===== src/core/ofhp_pkg.sv =====
package ofhp_pkg;
   // Bus widths and framer count
   localparam int DATA_W = 16;
   localparam int ADDR_W = 12;
   localparam int NUM_FRAMERS = 8;
   localparam int OFFSET_W = 8;
   localparam int SEL_W = 3;

   // Address field positions
   localparam int SEL_LSB = 8;
   localparam int ID_MSB = 11;
   localparam int BCAST_BIT = 11;
   localparam int GLB_LOW_BIT = 9;
   localparam int GLB_HIGH_BIT = 8;

   // Synchroniser depth
   localparam int SYNC_STAGES = 2;

   // Reset values
   localparam logic [DATA_W-1:0] DATA_RST = 16'h0000;
   localparam logic [NUM_FRAMERS-1:0] MASK_RST = 8'h00;

   // Timing: minimum external reset width and its cycle count
   localparam int CLK_PERIOD_NS = 20;
   localparam int RESET_MIN_NS = 100;
   localparam int RESET_MIN_CYC = (RESET_MIN_NS + CLK_PERIOD_NS - 1) / CLK_PERIOD_NS;

   // Access target decoded from the address: upper field selects, low field is offset
   typedef struct packed {
      logic [NUM_FRAMERS-1:0] framer_mask; // One bit per framer
      logic global_sel;                    // Global control registers
      logic bcast;                         // All framers at once
      logic [OFFSET_W-1:0] offset;         // Per-framer register offset
   } ofhp_target_s;

   // Register access passed to the framer cores
   typedef struct packed {
      ofhp_target_s target;
      logic [DATA_W-1:0] wdata;
   } ofhp_access_s;

   // Access sequencer states
   typedef enum logic [1:0] {
      ST_IDLE = 2'b00,
      ST_RD_WAIT = 2'b01,
      ST_RD_DRIVE = 2'b10,
      ST_WR_HOLD = 2'b11
   } ofhp_state_e;
endpackage : ofhp_pkg


===== src/core/ofhp_host_port.sv =====
////////////////////////////////////////////////////////////////////////////////
module ofhp_host_port #(
   parameter int DATA_W = ofhp_pkg::DATA_W,
   parameter int ADDR_W = ofhp_pkg::ADDR_W,
   parameter int NUM_FRAMERS = ofhp_pkg::NUM_FRAMERS
) (
   input wire logic clock_i,                              // 50 MHz clock
   input wire logic resetn_i,                             // Sync reset, active low
   input wire logic [ADDR_W-1:0] host_addr_bus_i,         // Host address
   input wire logic [DATA_W-1:0] host_data_bus_i,         // Data bus input level
   output logic [DATA_W-1:0] host_data_bus_o,             // Data bus drive value
   output logic host_data_bus_oe_o,                       // High while driving bus
   input wire logic chip_select_n_i,                      // Chip select, active low
   input wire logic bus_style_sel_i,                      // 1 separate, 0 single strobe
   input wire logic single_data_strobe_n_i,               // Data strobe or read strobe
   input wire logic rw_dir_i,                             // Direction or write strobe
   output logic host_irq_n_o,                             // Open-drain level, always 0
   output logic host_irq_oe_o,                            // High while pulling low
   input wire logic ext_reset_n_i,                        // Device reset pin
   input wire logic force_alarm_all_ones_n_i,             // Alarm force pin
   input wire logic [NUM_FRAMERS-1:0] framer_irq_req_i,   // Pending requests
   input wire logic [DATA_W-1:0] framer_rdata_i,          // Read data, same cycle as rd
   output ofhp_pkg::ofhp_access_s framer_acc_o,           // Access target and data
   output logic framer_rd_o,                              // Read pulse
   output logic framer_wr_o,                              // Write pulse
   output logic framer_reset_o,                           // Framer reset, active high
   output logic [NUM_FRAMERS-1:0] alarm_all_ones_pattern_o // Per-framer all-ones force
);

   ////////////////////////////////////////////////////////////////////////////
   // Address decode, shared by reads and writes
   function automatic ofhp_pkg::ofhp_target_s decode_addr(input logic [ADDR_W-1:0] a,
                                                           input logic is_write);
      ofhp_pkg::ofhp_target_s t;
      logic [ofhp_pkg::SEL_W-1:0] sel;
      t = '0;
      sel = a[ofhp_pkg::SEL_LSB +: ofhp_pkg::SEL_W];
      t.offset = a[ofhp_pkg::OFFSET_W-1:0];
      if (a[ofhp_pkg::BCAST_BIT] && a[ofhp_pkg::GLB_HIGH_BIT] && !a[ofhp_pkg::GLB_LOW_BIT]) begin
         t.global_sel = 1'b1;
      end else if (a[ofhp_pkg::BCAST_BIT] && sel == '0 && is_write) begin
         t.bcast = 1'b1;
         t.framer_mask = '1;
      end else begin
         t.framer_mask = NUM_FRAMERS'(1) << sel;
      end
      return t;
   endfunction : decode_addr

   ////////////////////////////////////////////////////////////////////////////
   // Two-flop synchronisers for asynchronous pins
   localparam int NSYNC = 5;
   logic [NSYNC-1:0] sync_in;
   logic [NSYNC-1:0] sync1_reg;
   logic [NSYNC-1:0] sync2_reg;
   assign sync_in = {force_alarm_all_ones_n_i, ext_reset_n_i, rw_dir_i,
                     single_data_strobe_n_i, chip_select_n_i};

   // First stage feeds only the second stage
   always_ff @(posedge clock_i) begin
      if (!resetn_i) begin
         sync1_reg <= 5'h1F;
         sync2_reg <= 5'h1F;
      end else begin
         sync1_reg <= sync_in;
         sync2_reg <= sync1_reg;
      end
   end

   logic cs_n_s, strb_a_n_s, strb_b_s, ext_rst_n_s, alarm_n_s;
   assign cs_n_s = sync2_reg[0];
   assign strb_a_n_s = sync2_reg[1];
   assign strb_b_s = sync2_reg[2];
   assign ext_rst_n_s = sync2_reg[3];
   assign alarm_n_s = sync2_reg[4];

   ////////////////////////////////////////////////////////////////////////////
   // Strobe qualification; select gates every strobe so a tied strobe works
   logic rd_act, wr_act, rd_act_reg, wr_act_reg;
   logic rd_fall, wr_fall, wr_rise;
   always_comb begin
      if (bus_style_sel_i) begin
         rd_act = !cs_n_s && !strb_a_n_s;
         wr_act = !cs_n_s && !strb_b_s;
      end else begin
         rd_act = !cs_n_s && !strb_a_n_s && strb_b_s;
         wr_act = !cs_n_s && !strb_a_n_s && !strb_b_s;
      end
   end
   assign rd_fall = rd_act && !rd_act_reg;
   assign wr_fall = wr_act && !wr_act_reg;
   assign wr_rise = !wr_act && wr_act_reg;

   // Previous strobe levels for edge detection
   always_ff @(posedge clock_i) begin
      if (!resetn_i) begin
         rd_act_reg <= 1'b0;
         wr_act_reg <= 1'b0;
      end else begin
         rd_act_reg <= rd_act;
         wr_act_reg <= wr_act;
      end
   end

   ////////////////////////////////////////////////////////////////////////////
   // Access sequencer
   ofhp_pkg::ofhp_state_e state_reg, state_next;
   logic access_ok;
   assign access_ok = ext_rst_n_s;

   always_comb begin
      state_next = state_reg;
      unique case (state_reg)
         ofhp_pkg::ST_IDLE: begin
            if (!access_ok) begin
               state_next = ofhp_pkg::ST_IDLE;
            end else if (rd_fall) begin
               state_next = ofhp_pkg::ST_RD_WAIT;
            end else if (wr_fall && bus_style_sel_i) begin
               state_next = ofhp_pkg::ST_WR_HOLD;
            end
         end
         ofhp_pkg::ST_RD_WAIT: begin
            state_next = rd_act ? ofhp_pkg::ST_RD_DRIVE : ofhp_pkg::ST_IDLE;
         end
         ofhp_pkg::ST_RD_DRIVE: begin
            if (!rd_act) begin
               state_next = ofhp_pkg::ST_IDLE;
            end
         end
         ofhp_pkg::ST_WR_HOLD: begin
            if (!wr_act || !access_ok) begin
               state_next = ofhp_pkg::ST_IDLE;
            end
         end
      endcase
   end

   // State register
   always_ff @(posedge clock_i) begin
      if (!resetn_i) begin
         state_reg <= ofhp_pkg::ST_IDLE;
      end else begin
         state_reg <= state_next;
      end
   end

   ////////////////////////////////////////////////////////////////////////////
   // Address latch and framer access strobes
   logic [ADDR_W-1:0] addr_reg;
   logic wr_issue;
   // Single style writes on the fall; separate style on the write rise
   assign wr_issue = access_ok && (bus_style_sel_i
                                   ? (state_reg == ofhp_pkg::ST_WR_HOLD && wr_rise)
                                   : (state_reg == ofhp_pkg::ST_IDLE && wr_fall));

   always_ff @(posedge clock_i) begin
      if (!resetn_i) begin
         addr_reg <= '0;
      end else if (state_reg == ofhp_pkg::ST_IDLE && (rd_fall || wr_fall)) begin
         addr_reg <= host_addr_bus_i;
      end
   end

   // Access record and one-cycle pulses to the framers
   always_ff @(posedge clock_i) begin
      if (!resetn_i) begin
         framer_acc_o <= '0;
         framer_rd_o <= 1'b0;
         framer_wr_o <= 1'b0;
      end else begin
         framer_rd_o <= 1'b0;
         framer_wr_o <= 1'b0;
         if (state_reg == ofhp_pkg::ST_IDLE && rd_fall && access_ok) begin
            framer_acc_o.target <= decode_addr(host_addr_bus_i, 1'b0);
            framer_rd_o <= 1'b1;
         end else if (wr_issue) begin
            framer_acc_o.target <= decode_addr(bus_style_sel_i ? addr_reg : host_addr_bus_i,
                                               1'b1);
            framer_acc_o.wdata <= host_data_bus_i;
            framer_wr_o <= 1'b1;
         end
      end
   end

   ////////////////////////////////////////////////////////////////////////////
   // Read data and bus drive
   always_ff @(posedge clock_i) begin
      if (!resetn_i) begin
         host_data_bus_o <= ofhp_pkg::DATA_RST;
      end else if (state_reg == ofhp_pkg::ST_RD_WAIT) begin
         host_data_bus_o <= framer_rdata_i;
      end
   end

   // Drive only during an active read with select low
   always_ff @(posedge clock_i) begin
      if (!resetn_i) begin
         host_data_bus_oe_o <= 1'b0;
      end else begin
         host_data_bus_oe_o <= rd_act
                               && (state_next == ofhp_pkg::ST_RD_DRIVE);
      end
   end

   ////////////////////////////////////////////////////////////////////////////
   // Interrupt, reset and alarm outputs
   always_ff @(posedge clock_i) begin
      if (!resetn_i) begin
         host_irq_n_o <= 1'b0;
         host_irq_oe_o <= 1'b0;
      end else begin
         host_irq_n_o <= 1'b0;
         host_irq_oe_o <= |framer_irq_req_i;
      end
   end

   // Framer reset follows the synchronised reset pin
   always_ff @(posedge clock_i) begin
      if (!resetn_i) begin
         framer_reset_o <= 1'b1;
      end else begin
         framer_reset_o <= !ext_rst_n_s;
      end
   end

   // All-ones force to every framer transmitter
   always_ff @(posedge clock_i) begin
      if (!resetn_i) begin
         alarm_all_ones_pattern_o <= ofhp_pkg::MASK_RST;
      end else begin
         alarm_all_ones_pattern_o <= {NUM_FRAMERS{!alarm_n_s}};
      end
   end

endmodule : ofhp_host_port


===== config.mk =====
export PLATFORM = sky130hd
export DESIGN_NAME = ofhp_host_port
export DESIGN_NICKNAME = d
export VERILOG_FILES = /design/src/core/ofhp_pkg.sv /design/src/core/ofhp_host_port.sv
export SDC_FILE = /design/constraint.sdc
export NUM_CORES = 1
export LEC_CHECK = 0
export BUFFER_PORTS_ARGS = -buffer_cell sky130_fd_sc_hd__clkbuf_2
export CAP_MARGIN = 15
export CELL_PAD_IN_SITES_DETAIL_PLACEMENT = 2
export CELL_PAD_IN_SITES_GLOBAL_PLACEMENT = 2
export CORE_AREA = 2 2 114 116
export DETAILED_ROUTE_END_ITERATION = 8
export DIE_AREA = 0 0 116 118
export HOLD_SLACK_MARGIN = 0.05
export PLACE_DENSITY = 0.88
export SLEW_MARGIN = 0
export SYNTH_ARGS = -nofsm -noshare
export SYNTH_HDL_FRONTEND = slang
export SYNTH_SLANG_ARGS = --single-unit

===== constraint.sdc =====
create_clock -name clock_i -period 2.3 [get_ports clock_i]
set_input_delay 0.115 -clock clock_i [delete_from_list [all_inputs] [get_ports clock_i]]
set_output_delay 0.115 -clock clock_i [all_outputs]
set_load 0.01 [all_outputs]

==> metrics.txt, run 1 <==
# TYPE chip_impl_metric gauge
chip_impl_metric{name="antenna_found_initial",unit=""} 1
chip_impl_metric{name="internal_power_component",unit="W"} 0.00241
chip_impl_metric{name="die_area",unit="µm²"} 13700
chip_impl_metric{name="detailed_router_s_first_iteration_violation_count",unit=""} 184
chip_impl_metric{name="pwr-share-comb",unit="%"} 8.7
chip_impl_metric{name="ys_warn_count",unit=""} 0
chip_impl_metric{name="clock_period_minus_worst_slack",unit="ps"} 2160
chip_impl_metric{name="final_layout_net_count",unit=""} 606
chip_impl_info{name="ys_dominant_reg_cell",value="dfxtp_1"} 1
chip_impl_metric{name="power_share_of_the_sequential_group",unit="%"} 45.1
chip_impl_metric{name="dpl_worst_slack",unit="ps"} 217
chip_impl_metric{name="drt.antenna.violating_nets",unit=""} 0
chip_impl_metric{name="worst_path_max_fanout",unit=""} 14
chip_impl_metric{name="switching_power",unit="W"} 0.000807
chip_impl_metric{name="fp.dieW",unit="µm"} 116
chip_impl_metric{name="fin_skew",unit="ps"} 11.8
chip_impl_metric{name="grt_start_max_net_pins",unit=""} 45
chip_impl_info{name="path_class",value="reg -> reg"} 1
chip_impl_metric{name="input_output_buffers",unit=""} 122
chip_impl_info{name="ys_top_cells_by_area",value="dfxtp_1, a21oi_1, o21ai_0"} 1
chip_impl_metric{name="asyncSetResetFlopFracSynth",unit="%"} 0
chip_impl_metric{name="seq_area_frac_synth",unit="%"} 48.0
chip_impl_metric{name="cts.clk_slew.worst_paths",unit="ps"} 70
chip_impl_metric{name="clock-sinks",unit=""} 82
chip_impl_metric{name="portion_of_synthesized_cell_area_occupied_by_the_leading_cell_type",unit="%"} 48.0
chip_impl_metric{name="global_route_wire_length_before_repair",unit="µm"} 23700
chip_impl_metric{name="power.share.switching",unit="%"} 25.1
chip_impl_metric{name="static-leakage-power",unit="nW"} 2.00
chip_impl_metric{name="io_pins",unit=""} 124
chip_impl_metric{name="final_hold_viol_count",unit=""} 0
chip_impl_metric{name="required",unit="ps"} 2510
chip_impl_metric{name="critPathMaxStageDelay",unit="ps"} 570
chip_impl_metric{name="detail_route.first_pass.iterations",unit=""} 4
chip_impl_metric{name="global_route.overflow_total",unit=""} 0
chip_impl_metric{name="synth_fp_nets",unit=""} 456
chip_impl_info{name="setup.worst_path.end_class",value="register"} 1
chip_impl_metric{name="crit_arrival",unit="ps"} 2370
chip_impl_metric{name="layout_setup_ws",unit="ps"} 137
chip_impl_metric{name="p_per_area",unit="nW/µm²"} 658
chip_impl_info{name="grt_setup_unrepaired",value="false"} 1
chip_impl_metric{name="regArea",unit="µm²"} 1640
chip_impl_metric{name="wire_per_inst",unit="µm"} 20.8
chip_impl_metric{name="postSynthRegisterBits",unit=""} 82
chip_impl_metric{name="number_of_remaining_drc_errors",unit=""} 0
chip_impl_metric{name="multi_input_area",unit="µm²"} 1570
chip_impl_metric{name="floorplan.die.height",unit="µm"} 118
chip_impl_metric{name="clock_latency",unit="ps"} 350
chip_impl_metric{name="dpl.hpwl",unit="µm"} 8770
chip_impl_metric{name="netlist_instances",unit=""} 396
chip_impl_metric{name="starting_density_of_the_core",unit="%"} 27.6
chip_impl_info{name="worstHoldPathType",value="in -> reg"} 1
chip_impl_info{name="status",value="completed"} 1
chip_impl_metric{name="route.final.wire_length",unit="µm"} 15000
chip_impl_info{name="tritoncts",value="yes"} 1
chip_impl_metric{name="number_of_enable_type_register_cells_in_the_synthesized_netlist",unit=""} 0
chip_impl_metric{name="worst_slew_margin_rel",unit="%"} 54.8
chip_impl_info{name="root_buffer",value="clkbuf_16"} 1
chip_impl_metric{name="std_cell_rows",unit=""} 41
chip_impl_metric{name="path_buf_inv",unit=""} 1
chip_impl_metric{name="final_max_slew_viol_count",unit=""} 0
chip_impl_metric{name="grt_util_all_layers",unit="%"} 22.6
chip_impl_metric{name="hold_ws",unit="ps"} 49.3
chip_impl_metric{name="place_congestion",unit=""} 0.847
chip_impl_metric{name="cts_max_path_buffers",unit=""} 2
chip_impl_metric{name="largest_register_ffs",unit=""} 34
chip_impl_metric{name="via_count_of_the_first_global_routing_pass",unit=""} 4149
chip_impl_metric{name="vdd_drop_max",unit="V"} 0.000476
chip_impl_info{name="crit_family",value="compound AO/OA/AOI/OAI gates"} 1
chip_impl_metric{name="vias_per_cell",unit=""} 5.15
chip_impl_metric{name="setup-tns-final",unit="ps"} 0
chip_impl_info{name="crit_path_top_delay_cell",value="or4_4"} 1
chip_impl_metric{name="post_synth_num_cell_types",unit=""} 53
chip_impl_metric{name="p_clk_share",unit="%"} 46.2
chip_impl_info{name="crit_path_cell_trace",value="or4_4 > o22a_1 > buf_4 > o21ai_0 > a21oi_1"} 1
chip_impl_metric{name="placeableCoreArea",unit="µm²"} 12400
chip_impl_metric{name="inserted_clock_buffers",unit=""} 9
chip_impl_metric{name="route.vias.total",unit=""} 3726
chip_impl_metric{name="clock.fmax",unit="MHz"} 462
chip_impl_metric{name="synth_area_per_cell",unit="µm²"} 8.64
chip_impl_metric{name="ctsHtreeMaxLevel",unit=""} 3
chip_impl_metric{name="n_fill_cell",unit=""} 1390
chip_impl_metric{name="post_synth_instance_area",unit="µm²"} 3420
chip_impl_metric{name="setup-violations-final",unit=""} 0
chip_impl_metric{name="layout_worst_path_cycle_share",unit="%"} 94.0
chip_impl_metric{name="final_layout_size_suffix_gt1_share",unit="%"} 29.4
chip_impl_info{name="setup.worst_path.start_class",value="register"} 1
chip_impl_metric{name="drv.max_cap_violation_count",unit=""} 0
chip_impl_metric{name="flow.area_growth_from_synthesis",unit="%"} 42.9
chip_impl_metric{name="tightest_slew",unit="ps"} 678
chip_impl_info{name="synth_top_cell_by_area",value="dfxtp_1"} 1
==> worst register-to-register path, cell delays in order, from the launching register on <==
cell	delay, ps
dfxtp_1	410
or4_4	570
o22a_1	390
buf_4	270
o21ai_0	250
a21oi_1	140
==> cells by family after synthesis <==
| logic type | share of synthesized area, % |
|---|---|
| compound gates | 22.6 |
| buf+inv | 6.22 |
| mux | 2.12 |
| simple gates | 20.4 |
| xor+xnor | 0.512 |
| other cells | 0.110 |
| flops | 48.0 |
==> path summary, 6_finish.rpt <==
kind	start	end	slack, ps	cells past startpoint
max	state_reg[1]$_SDFF_PN0_	framer_acc_o[2]$_SDFFE_PN0P_	140	5
min	host_addr_bus_i[2]	addr_reg[2]$_SDFFE_PN0P_	50	3
max reg2reg	state_reg[1]$_SDFF_PN0_	framer_acc_o[2]$_SDFFE_PN0P_	140	5
min reg2reg	sync2_reg[4]$_SDFF_PN1_	alarm_all_ones_pattern_o[0]$_SDFF_PN0_	380	1
==> metrics by stage <==
step	utilization (%)	total power (W)	std cells	instance area, µm²
2_1_floorplan	-	0.00159	396	3420
3_3_place_gp	33.3	0.00168	662	4140
3_5_place_dp	33.3	0.00169	662	4140
4_1_cts	39.4	0.00320	723	4890
5_1_grt	39.4	0.00332	724	4890
6_report	39.4	0.00322	724	4890
==> metal layers <==
layer / vias up / global-route usage [%] / part of all wire, %
met2: 110 / 40.3 / 55
met1: 1873 / 26.3 / 39
met4: 0 / 9.15 / 2.3
met5: - / 0 / 0
met3: 28 / 4.07 / 4.1
li1: 1715 / - / -
==> power groups by stage <==
stage                     Clock, W  Sequential, W  Combinational, W
final                      0.00149        0.00145          0.000279
after global routing       0.00157        0.00145          0.000302
after CTS                  0.00148        0.00145          0.000271
after detailed placement         0        0.00148          0.000207
after global placement           0        0.00148          0.000198
after floorplan                  0        0.00148          0.000110
==> Yosys cell counts (4+ instances only) <==
cell type and count:
a211oi_2 4, a21oi_1 47, a221o_1 8, a22oi_1 8
and3_1 4, buf_2 4, buf_4 8, clkbuf_1 24
dfxtp_1 82, inv_1 5, mux2i_1 5, nand2_1 45
nand2b_1 12, nand3_1 31, nor2_1 9, nor3_1 6
nor4_1 4, o21ai_0 36, or3_1 4
==> repair_timing <==
item	4_1_cts	5_1_grt
setup endpoints to repair	0	1
resized for setup	0	1
setup buffers	0	0
endpoints found under the hold margin	44	0
hold buffers	45	0
==> area by class of cell <==
type | count | area share [%]
Clock buffer | 10 | 4.68
Sequential cell | 82 | 33.6
Tap cell | 172 | 4.40
Inverter | 6 | 0.461
Multi-Input combinational cell | 269 | 32.0
Timing Repair Buffer | 178 | 23.4
Antenna cell | 1 | 0.0512
Clock inverter | 6 | 1.38
==> cell usage in the layout (no fill, tap or decap), types with 6 or more instances in the layout <==
| cell | netlist | routed |
|---|---|---|
| clkbuf_2 | 1 | 122 |
| dlygate4sd3_1 | 0 | 45 |
| a22oi_1 | 8 | 8 |
| nor2_1 | 9 | 9 |
| a221o_1 | 8 | 8 |
| a21oi_1 | 47 | 47 |
| dfxtp_1 | 82 | 81 |
| nor3_1 | 6 | 6 |
| buf_4 | 8 | 11 |
| nand2b_1 | 12 | 12 |
| clkbuf_16 | 0 | 9 |
| nand2_1 | 45 | 45 |
| o21ai_0 | 36 | 36 |
| nand3_1 | 31 | 31 |
No activity file was read; power rests on OpenSTA's default activity.
==> inputs of run 2 (changes only) <==
Settings changed: CORE_AREA 2 2 114 116 to 2 2 112 114, CTS_BUF_LIST set to sky130_fd_sc_hd__clkbuf_8, DIE_AREA 0 0 116 118 to 0 0 114 116, PLACE_DENSITY 0.88 to 0.91.
==> run 2 against run 1 <==
Against the previous run:
- sequential power is essentially flat
- non-clock buffer count grew 4
- critical path depth is 1 lower
- worst setup slack got worse by 39 ps
==> metrics.txt, run 2 (synthesis gave the netlist of run 1 again) <==
# TYPE chip_impl_metric gauge
chip_impl_metric{name="input_output_buffers",unit=""} 122
chip_impl_info{name="timing.hold.worst.start",value="host_addr_bus_i[4]"} 1
chip_impl_metric{name="global_route_wire_length_before_repair",unit="µm"} 23600
chip_impl_info{name="tritoncts",value="yes"} 1
chip_impl_metric{name="postCtsSetupBuffers",unit=""} 0
chip_impl_metric{name="setup-tns-final",unit="ps"} 0
chip_impl_metric{name="layout_worst_path_cycle_share",unit="%"} 95.7
chip_impl_metric{name="worst_slew_margin_rel",unit="%"} 52.3
chip_impl_metric{name="final_hold_viol_count",unit=""} 0
chip_impl_info{name="status",value="completed"} 1
chip_impl_metric{name="final_layout_size_suffix_gt1_share",unit="%"} 29.5
chip_impl_metric{name="placeableCoreArea",unit="µm²"} 11900
chip_impl_metric{name="inserted_clock_buffers",unit=""} 9
chip_impl_metric{name="crit_arrival",unit="ps"} 2510
chip_impl_metric{name="dpl_worst_slack",unit="ps"} 170
chip_impl_info{name="setup.worst_path.start_class",value="register"} 1
chip_impl_metric{name="clock-sinks",unit=""} 82
chip_impl_metric{name="detail_route.first_pass.iterations",unit=""} 4
chip_impl_metric{name="route.final.wire_length",unit="µm"} 15200
chip_impl_metric{name="drt.antenna.violating_nets",unit=""} 0
chip_impl_metric{name="io_pins",unit=""} 124
chip_impl_metric{name="starting_density_of_the_core",unit="%"} 28.7
chip_impl_metric{name="std_cell_rows",unit=""} 40
chip_impl_metric{name="drv.max_cap_violation_count",unit=""} 0
chip_impl_metric{name="setup-violations-final",unit=""} 0
chip_impl_metric{name="worst_path_max_fanout",unit=""} 14
chip_impl_metric{name="clock.fmax",unit="MHz"} 454
chip_impl_metric{name="antenna_found_initial",unit=""} 0
chip_impl_info{name="r2r-start",value="sync2_reg[0]$_SDFF_PN1_"} 1
chip_impl_metric{name="via_count_of_the_first_global_routing_pass",unit=""} 4228
chip_impl_metric{name="vias_per_cell",unit=""} 5.35
chip_impl_metric{name="wire_per_inst",unit="µm"} 21.6
chip_impl_info{name="setup.worst_path.start",value="sync2_reg[0]$_SDFF_PN1_"} 1
chip_impl_metric{name="cts.clk_slew.worst_paths",unit="ps"} 90
chip_impl_metric{name="grt_start_max_net_pins",unit=""} 35
chip_impl_metric{name="fin_skew",unit="ps"} 13.8
chip_impl_info{name="path_class",value="reg -> reg"} 1
chip_impl_info{name="setup.worst_path.end_class",value="register"} 1
chip_impl_metric{name="floorplan.die.height",unit="µm"} 116
chip_impl_metric{name="n_fill_cell",unit=""} 1326
chip_impl_metric{name="largest_register_ffs",unit=""} 34
chip_impl_info{name="grt_setup_unrepaired",value="false"} 1
chip_impl_metric{name="fp.dieW",unit="µm"} 114
chip_impl_metric{name="layout_setup_ws",unit="ps"} 98.8
chip_impl_info{name="layout_commonest_cell",value="clkbuf_2"} 1
chip_impl_info{name="worstHoldPathType",value="in -> reg"} 1
chip_impl_metric{name="die_area",unit="µm²"} 13200
chip_impl_metric{name="vdd_drop_max",unit="V"} 0.000231
chip_impl_metric{name="static-leakage-power",unit="nW"} 1.98
chip_impl_metric{name="clock_latency",unit="ps"} 380
chip_impl_metric{name="final_max_slew_viol_count",unit=""} 0
chip_impl_metric{name="cts_max_path_buffers",unit=""} 2
chip_impl_info{name="most-common-layout-cells",value="clkbuf_2, dfxtp_1, a21oi_1, dlygate4sd3_1, nand2_1"} 1
chip_impl_metric{name="place_congestion",unit=""} 0.827
chip_impl_metric{name="final_layout_net_count",unit=""} 610
chip_impl_metric{name="grt_util_all_layers",unit="%"} 23.3
chip_impl_metric{name="route.vias.total",unit=""} 3756
chip_impl_metric{name="hold_ws",unit="ps"} 53.5
chip_impl_metric{name="number_of_remaining_drc_errors",unit=""} 0
chip_impl_info{name="root_buffer",value="clkbuf_8"} 1
chip_impl_metric{name="p_per_area",unit="nW/µm²"} 604
chip_impl_metric{name="global_route.overflow_total",unit=""} 0
chip_impl_metric{name="required",unit="ps"} 2610
chip_impl_metric{name="tightest_slew",unit="ps"} 714
chip_impl_metric{name="flow.area_growth_from_synthesis",unit="%"} 40.6
chip_impl_metric{name="detailed_router_s_first_iteration_violation_count",unit=""} 196
chip_impl_metric{name="clock_period_minus_worst_slack",unit="ps"} 2200
chip_impl_metric{name="ctsHtreeMaxLevel",unit=""} 3
chip_impl_metric{name="num_antenna_cells",unit=""} 0
chip_impl_metric{name="dpl.hpwl",unit="µm"} 8730
==> run 2: cell type report <==
cell class,count,area (µm²),share of cell area [%]
multi-input combinational,269,1570,32.6
timing repair buffer,182,1180,24.5
inverter,6,22.5,0.468
clock buffer,11,151,3.15
tap,147,184,3.83
sequential,82,1640,34.1
clock inverter,5,62.6,1.30
==> run 2: final timing paths <==
| path | endpoint | slack (ps) | cells past startpoint |
|---|---|---|---|
| worst min-delay path | addr_reg[4]$_SDFFE_PN0P_ | 50 | 3 |
| worst min register to register | alarm_all_ones_pattern_o[0]$_SDFF_PN0_ | 390 | 1 |
| worst max-delay path | framer_acc_o[28]$_SDFFE_PN0P_ | 100 | 4 |
| worst max register to register | framer_acc_o[28]$_SDFFE_PN0P_ | 100 | 4 |
==> run 2: routing by layer <==
metal / vias up / track usage, % / part of all wire (%) / wire length [µm]
met4: 0 / 10.2 / 2.9 / 436
met5: - / 0 / 0 / 0
met3: 32 / 4.55 / 4.1 / 627
li1: 1716 / - / - / -
met1: 1885 / 26.5 / 40 / 6100
met2: 123 / 42.5 / 53 / 8010
==> run 2: where the power goes <==
part	internal [W]	total (W)	switching, W	leakage, nW
clock network	0.000565	0.00117	0.000601	0.102
logic	0.000132	0.000288	0.000156	1.22
registers	0.00144	0.00145	0.0000143	0.664
total	0.00213	0.00290	0.000772	1.98
==> run 2: what timing repair did <==
action,CTS,global route
endpoints found under the setup margin,0,1
hold endpoints to repair,51,0
gates resized for setup,0,1
hold buffers,47,0
==> run 2: metrics by stage <==
| step | std cells | util [%] | cell area, µm² | power (W) |
|---|---|---|---|---|
| floorplan | 396 | - | 3420 | 0.00159 |
| global placement | 639 | 34.6 | 4120 | 0.00168 |
| detailed placement | 639 | 34.6 | 4120 | 0.00169 |
| CTS | 702 | 40.4 | 4810 | 0.00288 |
| global route | 702 | 40.4 | 4810 | 0.00302 |
| finish | 702 | 40.4 | 4810 | 0.00290 |
==> run 2: critical path, cell delays in order (launching register included) <==
cell,delay [ps]
dfxtp_1,400
or4_4,590
o22a_1,420
a2111oi_1,530
a221o_1,210
==> inputs of run 3 (changes only) <==
Settings changed: BUFFER_PORTS_ARGS -buffer_cell sky130_fd_sc_hd__clkbuf_2 to -buffer_cell sky130_fd_sc_hd__buf_2.
==> run 3 against run 2 <==
Against the previous run:
- hold slack gained 19 ps
- cell area rose by 0.44%
- sequential cell count stayed put
- worst setup slack improved by 19 ps
- first-iteration DRC count grew 44%
- clock skew is essentially flat
- combinational power about the same
- non-clock buffer count is the same
- largest cell class unchanged
==> metrics.txt, run 3 (synthesis gave the netlist of run 1 again) <==
# TYPE chip_impl_metric gauge
chip_impl_metric{name="cts.clk_slew.worst_paths",unit="ps"} 90
chip_impl_metric{name="dpl_worst_slack",unit="ps"} -65.9
chip_impl_metric{name="setup-tns-final",unit="ps"} 0
chip_impl_metric{name="place_congestion",unit=""} 0.821
chip_impl_metric{name="wire_per_inst",unit="µm"} 22.0
chip_impl_metric{name="cts_max_path_buffers",unit=""} 2
chip_impl_metric{name="flow.area_growth_from_synthesis",unit="%"} 41.2
chip_impl_metric{name="largest_register_ffs",unit=""} 34
chip_impl_info{name="timing.rr.end",value="framer_acc_o[29]$_SDFFE_PN0P_"} 1
chip_impl_metric{name="power.share.switching",unit="%"} 24.3
chip_impl_info{name="r2r-start",value="state_reg[0]$_SDFF_PN0_"} 1
chip_impl_metric{name="pwr-share-comb",unit="%"} 9.8
chip_impl_metric{name="clock_period_minus_worst_slack",unit="ps"} 2180
chip_impl_metric{name="p_per_area",unit="nW/µm²"} 612
chip_impl_metric{name="clock_latency",unit="ps"} 370
chip_impl_metric{name="final_layout_size_suffix_gt1_share",unit="%"} 29.7
chip_impl_info{name="tritoncts",value="yes"} 1
chip_impl_metric{name="clock.fmax",unit="MHz"} 458
chip_impl_metric{name="switching_power",unit="W"} 0.000719
chip_impl_metric{name="crit_arrival",unit="ps"} 2490
chip_impl_metric{name="hold_ws",unit="ps"} 72.1
chip_impl_metric{name="final_hold_viol_count",unit=""} 0
chip_impl_metric{name="route.vias.total",unit=""} 3813
chip_impl_info{name="setup.worst_path.end_class",value="register"} 1
chip_impl_metric{name="grt_start_max_net_pins",unit=""} 35
chip_impl_metric{name="placeableCoreArea",unit="µm²"} 11900
chip_impl_info{name="setup.worst_path.start_class",value="register"} 1
chip_impl_metric{name="clock-sinks",unit=""} 82
chip_impl_info{name="worstHoldPathType",value="in -> reg"} 1
chip_impl_metric{name="vdd_drop_max",unit="V"} 0.000241
chip_impl_metric{name="n_fill_cell",unit=""} 1327
chip_impl_metric{name="tightest_slew",unit="ps"} 774
chip_impl_metric{name="fin_skew",unit="ps"} 13.7
chip_impl_metric{name="floorplan.die.height",unit="µm"} 116
chip_impl_info{name="grt_setup_unrepaired",value="false"} 1
chip_impl_metric{name="input_output_buffers",unit=""} 122
chip_impl_metric{name="static-leakage-power",unit="nW"} 2.05
chip_impl_metric{name="inserted_clock_buffers",unit=""} 9
chip_impl_metric{name="num_antenna_cells",unit=""} 0
chip_impl_metric{name="std_cell_rows",unit=""} 40
chip_impl_metric{name="vias_per_cell",unit=""} 5.43
chip_impl_metric{name="internal_power_component",unit="W"} 0.00224
chip_impl_info{name="root_buffer",value="clkbuf_8"} 1
chip_impl_info{name="most-common-layout-cells",value="buf_2, dfxtp_1, a21oi_1, dlygate4sd3_1, nand2_1"} 1
chip_impl_metric{name="ctsHtreeMaxLevel",unit=""} 3
chip_impl_metric{name="io_pins",unit=""} 124
chip_impl_info{name="setup.worst_path.start",value="state_reg[0]$_SDFF_PN0_"} 1
chip_impl_metric{name="required",unit="ps"} 2610
chip_impl_metric{name="worst_slew_margin_rel",unit="%"} 48.3
chip_impl_info{name="crit_end",value="framer_acc_o[29]$_SDFFE_PN0P_"} 1
chip_impl_metric{name="worst_path_max_fanout",unit=""} 14
chip_impl_metric{name="setup-violations-final",unit=""} 0
chip_impl_metric{name="via_count_of_the_first_global_routing_pass",unit=""} 4181
chip_impl_metric{name="starting_density_of_the_core",unit="%"} 28.7
chip_impl_metric{name="layout_setup_ws",unit="ps"} 118
chip_impl_info{name="layout_commonest_cell",value="buf_2"} 1
chip_impl_metric{name="die_area",unit="µm²"} 13200
chip_impl_metric{name="setup_slack_of_the_most_critical_reg_to_reg_path",unit="ps"} 120
chip_impl_metric{name="grt_util_all_layers",unit="%"} 23.4
chip_impl_metric{name="detail_route.first_pass.iterations",unit=""} 4
chip_impl_metric{name="fp.dieW",unit="µm"} 114
chip_impl_metric{name="final_layout_net_count",unit=""} 610
chip_impl_metric{name="antenna_found_initial",unit=""} 0
chip_impl_metric{name="route.final.wire_length",unit="µm"} 15400
chip_impl_metric{name="drv.max_cap_violation_count",unit=""} 0
chip_impl_metric{name="finalCoreUtilization",unit="%"} 40.5
chip_impl_metric{name="power_share_of_the_sequential_group",unit="%"} 49.1
chip_impl_metric{name="detailed_router_s_first_iteration_violation_count",unit=""} 282
chip_impl_metric{name="global_route.overflow_total",unit=""} 0
chip_impl_info{name="path_class",value="reg -> reg"} 1
chip_impl_metric{name="final_max_slew_viol_count",unit=""} 0
chip_impl_metric{name="layout_worst_path_cycle_share",unit="%"} 94.9
chip_impl_metric{name="drt.antenna.violating_nets",unit=""} 0
chip_impl_metric{name="dpl.hpwl",unit="µm"} 8840
chip_impl_metric{name="r2r_cells",unit=""} 4
chip_impl_metric{name="p_clk_share",unit="%"} 41.1
chip_impl_metric{name="number_of_remaining_drc_errors",unit=""} 0
chip_impl_info{name="status",value="completed"} 1
chip_impl_metric{name="global_route_wire_length_before_repair",unit="µm"} 23800
-- run 3: final cells by class --
cell class                 count  area [µm²]  area share, %
clock buffer                  11         151           3.13
clock inverter                 5        77.6           1.61
inverter                       6        22.5          0.466
multi-input combinational    269        1570           32.6
sequential                    82        1640           34.0
tap                          147         184           3.81
timing repair buffer         182        1180           24.4
-- run 3: stage by stage --
stage / total power (W) / cells / instance area [µm²]
after floorplan: 0.00159 / 396 / 3420
after global placement: 0.00168 / 639 / 4120
after detailed placement: 0.00169 / 639 / 4120
after CTS: 0.00295 / 702 / 4820
after global routing: 0.00306 / 702 / 4830
final: 0.00295 / 702 / 4830
-- run 3: how the worst min path moves through the flow --
| stage | from | endpoint | cells past startpoint |
|---|---|---|---|
| after floorplan | chip_select_n_i | sync1_reg[0]$_SDFF_PN1_ | 1 |
| after global placement | force_alarm_all_ones_n_i | sync1_reg[4]$_SDFF_PN1_ | 2 |
| after detailed placement | force_alarm_all_ones_n_i | sync1_reg[4]$_SDFF_PN1_ | 2 |
| after CTS | host_addr_bus_i[11] | addr_reg[11]$_SDFFE_PN0P_ | 3 |
| after global routing | host_addr_bus_i[11] | addr_reg[11]$_SDFFE_PN0P_ | 3 |
| final | host_addr_bus_i[11] | addr_reg[11]$_SDFFE_PN0P_ | 3 |
-- run 3: layer usage --
layer  wire, µm  track usage (%)
met1       6010             26.6
met2       8080             42.1
met3        774             3.92
met4        584             12.5
met5          0                0
-- run 3: repair_timing --
item                                    CTS  global route
setup buffers                             0             0
hold buffers                             47             0
hold endpoints to repair                 52             0
gates cloned                              0             0
endpoints found under the setup margin    1             4
gates resized for setup                   1             2
-- run 3: power groups by stage --
stage | sequential (W) | combinational (W) | clock (W)
floorplan | 0.00148 | 0.000110 | 0
global placement | 0.00148 | 0.000199 | 0
detailed placement | 0.00148 | 0.000209 | 0
CTS | 0.00145 | 0.000275 | 0.00123
global route | 0.00145 | 0.000309 | 0.00130
finish | 0.00145 | 0.000290 | 0.00122
-- run 3: worst max-delay path, cell delays in order, from the launching register on --
cell	delay (ps)
dfxtp_1	570
nand4_1	360
o22a_2	460
a2111oi_0	520
a221o_1	210
